`src/include/battery_mode_regs.svh`:
```
// register offsets, field positions, reset values and timing counts of the mode sequencer
`ifndef BATTERY_MODE_REGS_SVH
`define BATTERY_MODE_REGS_SVH

// ==================== register offsets
`define REG_CONTROL        5'h00
`define REG_STATUS         5'h01
`define REG_SEGMENT        5'h02
`define REG_SCRATCH_BASE   5'h08

// ==================== control fields
`define CTL_CONVERTER_RUN  0
`define CTL_COMPUTE_RUN    1
`define CTL_DISPLAY_ONLY   2
`define CTL_SLEEP          3
`define CTL_DIV_LSB        4
`define CTL_DIV_MSB        6
`define CTL_RESET_VALUE    8'h00
`define CTL_WRITE_MASK     8'h7F
// run and request bits lost on a wake, divider kept
`define CTL_WAKE_CLEAR     8'h0F

// ==================== status fields
`define STS_TIMER_WAKE     4
`define STS_BUTTON_WAKE    5
`define STS_COMPARATOR     6
`define STS_PLL_LOCKED     7

// ==================== timing
`define REF_CLK_HZ         20000000
`define XTAL_HZ            32768
`define XTAL_DIV           (`REF_CLK_HZ / `XTAL_HZ)
`define CPU_SLOW_SKIP      3'h7
`define RESET_TICKS_POWER  4100
`define RESET_TICKS_BATT   2
`define BLINK_TICKS        16384
`define UART_BATT_BAUD     300
`define EE2_BATT_BPS       8000
`define EE3_BATT_BPS       16000

`endif

```
`src/include/battery_mode_pkg.sv`:
```
// types of the power-mode and reset sequencer
package battery_mode_pkg;
    typedef enum logic [4:0] {
        FULL_POWER_STATE   = 5'h01,
        BATTERY_RUN_STATE  = 5'h02,
        DISPLAY_HOLD_STATE = 5'h04,
        SLEEP_STATE        = 5'h08,
        RESET_STATE        = 5'h10
    } mode_t;
endpackage

```
`src/logic/battery_mode_reset_sequencer.sv`:
```
// power-mode and reset sequencer with its control registers
//
// The strobed register port and the address map were left to the implementer.
`timescale 1ns/1ns
`default_nettype none
`include "battery_mode_regs.svh"

module battery_mode_reset_sequencer #(
    parameter int RESET_TICKS_POWER = `RESET_TICKS_POWER,
    parameter int BLINK_TICKS       = `BLINK_TICKS
) (
    // clock and chip reset
    input  wire logic       I_REF_CLK,
    input  wire logic       I_RESET,
    // pins and analog status
    input  wire logic       I_RESET_PIN,
    input  wire logic       I_SUPPLY_COMPARATOR,
    input  wire logic       I_PLL_LOCKED,
    input  wire logic       I_SUPPLY_HEADROOM_OK,
    input  wire logic       I_TIMER_EXPIRED,
    input  wire logic       I_BUTTON_INPUT,
    // register port
    input  wire logic [4:0] I_ADDR,
    input  wire logic [7:0] I_WDATA,
    input  wire logic       I_WR,
    input  wire logic       I_RD,
    output logic      [7:0] O_RDATA,
    // cpu control
    output logic            O_CPU_RESET,
    output logic            O_CPU_CLK_FROM_PLL,
    output logic            O_CPU_CLK_EN,
    output logic      [2:0] O_CPU_CLOCK_DIVIDER,
    output logic            O_RESUME,
    // metering control
    output logic            O_CONVERTER_RUN,
    output logic            O_COMPUTE_RUN,
    output logic            O_CE_PC_CLEAR,
    output logic            O_FIR_RUN,
    output logic            O_ANALOG_EN,
    // peripherals and display
    output logic            O_PERIPH_EN,
    output logic            O_PERIPH_SLOW,
    output logic            O_DISPLAY_EN,
    output logic            O_DISPLAY_FROM_PATTERN,
    output logic      [3:0] O_BLINK_SEGMENTS,
    // mode and events
    output logic      [4:0] O_MODE,
    output logic            O_POWER_RETURN_EVENT
);

    localparam int TICK_DIV = `XTAL_DIV;

    // ==================== input synchronisers
    logic [5:0] sync1_q;
    logic [5:0] sync2_q;
    logic [5:0] prev_q;
    always_ff @(posedge I_REF_CLK) begin
        if (I_RESET) begin
            sync1_q <= 6'h00;
            sync2_q <= 6'h00;
            prev_q  <= 6'h00;
        end else begin
            sync1_q <= {I_BUTTON_INPUT, I_TIMER_EXPIRED, I_SUPPLY_HEADROOM_OK,
                        I_PLL_LOCKED, I_SUPPLY_COMPARATOR, I_RESET_PIN};
            sync2_q <= sync1_q;
            prev_q  <= sync2_q;
        end
    end
    logic pin_s, supply_s, pll_s, headroom_s, timer_rise, button_rise, pll_fall;
    assign pin_s       = sync2_q[0];
    assign supply_s    = sync2_q[1];
    assign pll_s       = sync2_q[2];
    assign headroom_s  = sync2_q[3];
    assign timer_rise  = sync2_q[4] & ~prev_q[4];
    assign button_rise = sync2_q[5] & ~prev_q[5];
    assign pll_fall    = prev_q[2] & ~pll_s;

    // ==================== crystal tick and slow cpu clock
    logic [9:0]  div_q, div_d;
    logic [2:0]  phase_q, phase_d;
    logic [13:0] blink_q, blink_d;
    logic        blink_on_q, blink_on_d;
    logic        tick;
    assign tick = (div_q == 10'(TICK_DIV - 1));
    always_comb begin
        div_d      = tick ? 10'h000 : div_q + 10'h001;
        phase_d    = tick ? phase_q + 3'h1 : phase_q;
        blink_d    = blink_q;
        blink_on_d = blink_on_q;
        if (tick) begin
            blink_d = (blink_q == 14'(BLINK_TICKS - 1)) ? 14'h0000 : blink_q + 14'h0001;
            if (blink_q == 14'(BLINK_TICKS - 1)) begin
                blink_on_d = ~blink_on_q;
            end
        end
    end
    always_ff @(posedge I_REF_CLK) begin
        if (I_RESET) begin
            div_q      <= 10'h000;
            phase_q    <= 3'h0;
            blink_q    <= 14'h0000;
            blink_on_q <= 1'b0;
        end else begin
            div_q      <= div_d;
            phase_q    <= phase_d;
            blink_q    <= blink_d;
            blink_on_q <= blink_on_d;
        end
    end

    // ==================== mode state machine
    battery_mode_pkg::mode_t state_q, state_d;
    logic [12:0] rst_cnt_q, rst_cnt_d;
    logic        exit_wake, exit_timer, exit_button, enter_full_from_batt, resume_d;
    logic [7:0]  ctrl_q;

    always_comb begin
        state_d              = state_q;
        rst_cnt_d            = rst_cnt_q;
        exit_wake            = 1'b0;
        exit_timer           = 1'b0;
        exit_button          = 1'b0;
        enter_full_from_batt = 1'b0;
        resume_d             = 1'b0;
        if (pin_s) begin
            state_d   = battery_mode_pkg::RESET_STATE;
            rst_cnt_d = 13'h0000;
        end else begin
            case (state_q)
                battery_mode_pkg::RESET_STATE: begin
                    if (tick) begin
                        rst_cnt_d = rst_cnt_q + 13'h0001;
                    end
                    if (supply_s) begin
                        if (rst_cnt_q >= 13'(RESET_TICKS_POWER) && pll_s) begin
                            state_d  = battery_mode_pkg::FULL_POWER_STATE;
                            resume_d = 1'b1;
                        end
                    end else if (rst_cnt_q >= 13'(`RESET_TICKS_BATT)) begin
                        state_d  = battery_mode_pkg::BATTERY_RUN_STATE;
                        resume_d = 1'b1;
                    end
                end
                battery_mode_pkg::FULL_POWER_STATE: begin
                    if (!supply_s) begin
                        state_d = headroom_s ? battery_mode_pkg::BATTERY_RUN_STATE
                                             : battery_mode_pkg::SLEEP_STATE;
                    end
                end
                battery_mode_pkg::BATTERY_RUN_STATE: begin
                    if (supply_s && pll_s) begin
                        state_d              = battery_mode_pkg::FULL_POWER_STATE;
                        enter_full_from_batt = 1'b1;
                    end else if (!headroom_s) begin
                        state_d = battery_mode_pkg::SLEEP_STATE;
                    end else if (ctrl_q[`CTL_SLEEP]) begin
                        state_d = battery_mode_pkg::SLEEP_STATE;
                    end else if (ctrl_q[`CTL_DISPLAY_ONLY]) begin
                        state_d = battery_mode_pkg::DISPLAY_HOLD_STATE;
                    end
                end
                battery_mode_pkg::DISPLAY_HOLD_STATE,
                battery_mode_pkg::SLEEP_STATE: begin
                    // headroom recovery is no exit cause
                    if (supply_s && pll_s) begin
                        state_d   = battery_mode_pkg::FULL_POWER_STATE;
                        exit_wake = 1'b1;
                    end else if (timer_rise || button_rise) begin
                        state_d     = battery_mode_pkg::BATTERY_RUN_STATE;
                        exit_wake   = 1'b1;
                        exit_timer  = timer_rise;
                        exit_button = button_rise;
                    end
                end
                default: begin
                    state_d = battery_mode_pkg::RESET_STATE;
                end
            endcase
        end
    end
    always_ff @(posedge I_REF_CLK) begin
        if (I_RESET) begin
            state_q   <= battery_mode_pkg::RESET_STATE;
            rst_cnt_q <= 13'h0000;
        end else begin
            state_q   <= state_d;
            rst_cnt_q <= rst_cnt_d;
        end
    end

    // ==================== registers
    logic [1:0] flag_q, flag_d;
    logic [7:0] seg_q, seg_d, ctrl_d, rdata_d;
    logic [7:0] scratch_q [8];
    logic [7:0] scratch_d [8];
    logic       wr_ctrl, wr_sts;
    assign wr_ctrl = I_WR && (I_ADDR == `REG_CONTROL);
    assign wr_sts  = I_WR && (I_ADDR == `REG_STATUS);

    always_comb begin
        ctrl_d    = ctrl_q;
        seg_d     = seg_q;
        flag_d    = flag_q;
        scratch_d = scratch_q;
        if (wr_ctrl) begin
            ctrl_d = I_WDATA & `CTL_WRITE_MASK;
        end
        if (I_WR && I_ADDR == `REG_SEGMENT) begin
            seg_d = I_WDATA;
        end
        if (I_WR && I_ADDR[4:3] == 2'(`REG_SCRATCH_BASE >> 3)) begin
            scratch_d[I_ADDR[2:0]] = I_WDATA;
        end
        // write one to clear; a same-cycle wake event wins
        if (wr_sts) begin
            flag_d = flag_q & ~I_WDATA[`STS_BUTTON_WAKE:`STS_TIMER_WAKE];
        end
        flag_d = flag_d | {exit_button, exit_timer};
        if (exit_wake) begin
            ctrl_d = ctrl_q & ~`CTL_WAKE_CLEAR;
        end
        if (pin_s) begin
            ctrl_d = `CTL_RESET_VALUE;
            seg_d  = 8'h00;
            flag_d = 2'h0;
            for (int i = 0; i < 8; i++) begin
                scratch_d[i] = 8'h00;
            end
        end
        rdata_d = 8'h00;
        if (I_RD) begin
            case (I_ADDR)
                `REG_CONTROL: rdata_d = ctrl_q;
                `REG_STATUS:  rdata_d = {pll_s, supply_s, flag_q, 4'(state_q)};
                `REG_SEGMENT: rdata_d = seg_q;
                default: begin
                    if (I_ADDR[4:3] == 2'(`REG_SCRATCH_BASE >> 3)) begin
                        rdata_d = scratch_q[I_ADDR[2:0]];
                    end
                end
            endcase
        end
    end
    always_ff @(posedge I_REF_CLK) begin
        if (I_RESET) begin
            ctrl_q  <= `CTL_RESET_VALUE;
            seg_q   <= 8'h00;
            flag_q  <= 2'h0;
            O_RDATA <= 8'h00;
            for (int i = 0; i < 8; i++) begin
                scratch_q[i] <= 8'h00;
            end
        end else begin
            ctrl_q    <= ctrl_d;
            seg_q     <= seg_d;
            flag_q    <= flag_d;
            O_RDATA   <= rdata_d;
            scratch_q <= scratch_d;
        end
    end

    // ==================== registered outputs
    logic full, batt, hold;
    assign full = (state_q == battery_mode_pkg::FULL_POWER_STATE);
    assign batt = (state_q == battery_mode_pkg::BATTERY_RUN_STATE);
    assign hold = (state_q == battery_mode_pkg::DISPLAY_HOLD_STATE);
    always_ff @(posedge I_REF_CLK) begin
        if (I_RESET) begin
            O_CPU_RESET            <= 1'b1;
            O_CPU_CLK_FROM_PLL     <= 1'b0;
            O_CPU_CLK_EN           <= 1'b0;
            O_CPU_CLOCK_DIVIDER    <= 3'h0;
            O_RESUME               <= 1'b0;
            O_CONVERTER_RUN        <= 1'b0;
            O_COMPUTE_RUN          <= 1'b0;
            O_CE_PC_CLEAR          <= 1'b0;
            O_FIR_RUN              <= 1'b0;
            O_ANALOG_EN            <= 1'b0;
            O_PERIPH_EN            <= 1'b0;
            O_PERIPH_SLOW          <= 1'b0;
            O_DISPLAY_EN           <= 1'b0;
            O_DISPLAY_FROM_PATTERN <= 1'b0;
            O_BLINK_SEGMENTS       <= 4'h0;
            O_MODE                 <= 5'h10;
            O_POWER_RETURN_EVENT   <= 1'b0;
        end else begin
            O_CPU_RESET        <= !(full || batt);
            O_CPU_CLK_FROM_PLL <= full;
            // slow clock drops one crystal tick in eight; jitter is accepted
            O_CPU_CLK_EN       <= full || (batt && tick && phase_q != `CPU_SLOW_SKIP);
            if (full) begin
                O_CPU_CLOCK_DIVIDER <= ctrl_q[`CTL_DIV_MSB:`CTL_DIV_LSB];
            end
            O_RESUME               <= resume_d;
            O_CONVERTER_RUN        <= full && pll_s && ctrl_q[`CTL_CONVERTER_RUN];
            O_COMPUTE_RUN          <= full && pll_s && ctrl_q[`CTL_COMPUTE_RUN];
            O_CE_PC_CLEAR          <= pll_fall;
            O_FIR_RUN              <= full && pll_s;
            O_ANALOG_EN            <= full;
            O_PERIPH_EN            <= full || batt;
            O_PERIPH_SLOW          <= batt;
            O_DISPLAY_EN           <= full || batt || hold;
            O_DISPLAY_FROM_PATTERN <= hold;
            O_BLINK_SEGMENTS       <= hold ? (seg_q[3:0] & ~(seg_q[7:4] & {4{blink_on_q}}))
                                           : 4'h0;
            O_MODE                 <= state_q;
            O_POWER_RETURN_EVENT   <= enter_full_from_batt;
        end
    end
endmodule // battery_mode_reset_sequencer
`default_nettype wire

```
`config.mk`:
```
export PLATFORM = sky130hd
export DESIGN_NAME = battery_mode_reset_sequencer
export DESIGN_NICKNAME = d
export VERILOG_FILES = /design/src/include/battery_mode_pkg.sv /design/src/logic/battery_mode_reset_sequencer.sv
export VERILOG_INCLUDE_DIRS = /design/src /design/src/include
export SDC_FILE = /design/constraint.sdc
export NUM_CORES = 1
export LEC_CHECK = 0
export BUFFER_PORTS_ARGS = -buffer_cell sky130_fd_sc_hd__buf_2
export CAP_MARGIN = 10
export CORE_MARGIN = 3
export CORE_UTILIZATION = 54
export DETAILED_ROUTE_END_ITERATION = 10
export HOLD_SLACK_MARGIN = 0.02
export PLACE_DENSITY_LB_ADDON = 0.08
export SYNTH_ARGS = -nofsm -noshare
export SYNTH_HDL_FRONTEND = slang
export SYNTH_SLANG_ARGS = --single-unit
export TNS_END_PERCENT = 100
```
`constraint.sdc`:
```
create_clock -name I_REF_CLK -period 3.4 [get_ports I_REF_CLK]
set_input_delay 0.34 -clock I_REF_CLK [delete_from_list [all_inputs] [get_ports I_REF_CLK]]
set_output_delay 0.34 -clock I_REF_CLK [all_outputs]
set_load 0.02 [all_outputs]
```
==> impl_metrics.json <==
{
  "finalMaxSlewViolations": 0,
  "finalHoldViolations": 0,
  "finalWeightedCongestion": 0.894,
  "p_leak_nw": 3.18,
  "grt_pass1_vias": 5688,
  "cp_data_required_time_ps": 3670,
  "crit_fanout": 16,
  "postCtsHoldBufs": 0,
  "setup_tns_ps": 0,
  "avgRoutedWirePerCell_um": 17.5,
  "setup_violations": 0,
  "synthFlopType": "dfxtp_1",
  "slew_headroom_pct": 29.4,
  "worstSetupEndpointType": "flip-flop",
  "layout_commonest_cell": "dfxtp_1",
  "synth.net_count": 837,
  "nFillCells": 1117,
  "htreeDepth": 4,
  "ant_nets": 0,
  "drtIter0Drc": 564,
  "worst_pin_slew_ps": 1050,
  "rsz0062_at_grt": "no",
  "vias": 5836,
  "drive_above_1_share_pct": 16.2,
  "status": "complete, no violations",
  "grtUsageTotal_pct": 24.7,
  "synth.distinct_cells": 56,
  "cts_buffer_depth": 2,
  "layout.nets": 862,
  "dieArea_um2": 15100,
  "syn_area_per_cell_um2": 9.16,
  "clock-root-buffer": "clkbuf_16",
  "drcViolationCount": 0,
  "seq_area_frac_synth_pct": 47.4,
  "mostFrequentLayoutCells": "dfxtp_1 (175), nor2_1 (105), nand2_1 (85), buf_2 (56), nand3_1 (52)",
  "clkSlewWorstSetupHoldPaths_ps": 60,
  "dieHeight_um": 123,
  "die_w_um": 123,
  "viasPerCell": 5.72,
  "synth_edf_count": 0,
  "grt_max_degree": 43,
  "first_pass_iters": 5,
  "ys_ff_latch": 175,
  "fin_cells": 1021,
  "p_per_area_nw_per_um2": 530,
  "cts_sinks": 175,
  "crit_arrival_ps": 2670,
  "ys_async_sr_fraction_pct": 0,
  "grt-ovfl-total": 0,
  "place_inst": 989,
  "antenna_found_initial": 0,
  "synthCells": 807,
  "vdd_drop_max_uv": 326,
  "register_area_um2": 3500,
  "cts_buffers": 17,
  "timing.fmax_mhz": 418,
  "clock_latency_ps": 430,
  "ctsResizeCount": 0,
  "start_kind": "flip-flop",
  "multi_input_area_um2": 3600,
  "area_growth_pct": 13.7,
  "num_rows": 42,
  "dp_hpwl_um": 12300,
  "totalWireLength_um": 17800,
  "yosysWarnings": 0,
  "core_um2": 13300,
  "period_share_pct": 70.4,
  "placement.io_buffers": 56,
  "cts_tree": "done",
  "clock_skew_ps": 8.47,
  "post_cts_buffers": 0,
  "cap_violations": 0,
  "grt_first_pass_wirelength_um": 29100,
  "syn_area_um2": 7400,
  "io_pins": 57,
  "fin_crit_ps": 2390,
  "hold_path.class": "in2reg",
  "path_class": "reg2reg",
  "insertedDiodeCount": 0,
  "start_util_pct": 55.6
}
[metrics by stage]
step	instance area [um^2]	hold WS, ps	power (mW)	util [%]	worst slack [ps]
6_report	8410	119	4.46	63.3	1010
3_5_place_dp	7730	432	2.30	58.2	977
2_1_floorplan	7400	414	2.24	-	1400
3_3_place_gp	7730	425	2.29	58.2	1030
5_1_grt	8410	117	4.58	63.3	737
4_1_cts	8410	106	4.49	63.3	963
[logic make-up (layout without fill, tap and decap cells)]
kind of cell / count (synthesis) / after routing / share of synthesized area [%]
muxes: 72 / 72 / 11.4
and+or+nand+nor: 341 / 341 / 22.9
buffers and inverters: 70 / 108 / 3.99
adders and majority gates: 7 / 7 / 1.18
xor gates and xnor gates: 35 / 35 / 4.14
DFF: 175 / 175 / 47.4
AOI/OAI and AO/OA: 107 / 107 / 9.09
[cell usage after synthesis (5+ instances only)]
| master | instances | area share (%) |
|---|---|---|
| xnor2_1 | 23 | 2.7 |
| xor2_1 | 12 | 1.4 |
| mux2i_1 | 49 | 6.6 |
| buf_1 | 6 | 0.30 |
| nor3_1 | 9 | 0.61 |
| mux4_2 | 8 | 2.4 |
| clkbuf_1 | 41 | 2.1 |
| and3_1 | 13 | 1.1 |
| mux2_2 | 15 | 2.3 |
| nand2_1 | 85 | 4.3 |
| nand2b_1 | 6 | 0.51 |
| nor2_1 | 105 | 5.3 |
| a21oi_1 | 49 | 3.3 |
| o21ai_0 | 16 | 1.1 |
| inv_1 | 9 | 0.46 |
| ha_1 | 7 | 1.2 |
| nor4_1 | 11 | 0.93 |
| or2_2 | 5 | 0.42 |
| buf_2 | 11 | 0.74 |
| dfxtp_1 | 175 | 47 |
| nor2b_1 | 25 | 2.1 |
| a22oi_1 | 8 | 0.81 |
| nand3_1 | 52 | 3.5 |
[routing by layer]
layer  wire length (um)  vias up  global-route usage, %
li1                   -     2842                      -
met4                403        0                   9.48
met3                871       32                   4.99
met2               8420      182                   39.6
met1               8130     2780                   33.2
met5                  0        -                      0
[worst max-delay path, cell delays in order, from the launching register on]
cell       delay (ps)
dfxtp_1           400
ha_1              180
nand4bb_1         250
or3_1             730
nor4_1            460
xnor2_1           170
nor2_1             60
[path summary, 6_finish.rpt]
| check | start | to | slack, ps | cells after the start |
|---|---|---|---|---|
| worst max-delay path | div_q[0] | rst_cnt_q[5] | 1010 | 6 |
| worst min-delay path | I_SUPPLY_COMPARATOR | sync1_q[1] | 120 | 2 |
| worst max register to register | div_q[0] | rst_cnt_q[5] | 1010 | 6 |
| worst min register to register | sync1_q[3] | sync2_q[3] | 450 | 1 |
[cell type report]
cell class | count | share of cell area [%]
multi-input cells | 562 | 42.8
flip-flops and latches | 175 | 41.6
clock buffers | 18 | 5.22
repair buffers | 67 | 4.46
clock inverters | 14 | 2.83
well taps | 176 | 2.62
inverters | 9 | 0.402
[where the power goes]
group | switching (mW) | internal [mW]
clock network | 0.806 | 1.40
logic | 0.124 | 0.0520
registers | 0.0132 | 2.07
[registers in the layout, summed over array words and instances, names as in the netlist, 4 cells and up]
name and count:
seg_q 8, ctrl_q 7, O_BLINK_SEGMENTS 4, div_q 10, rst_cnt_q 13, blink_q 14, O_RDATA 8, sync2_q 6
sync1_q 6, scratch_q 64, state_q 5, O_MODE 5
Power figures use the tool's default switching activity.
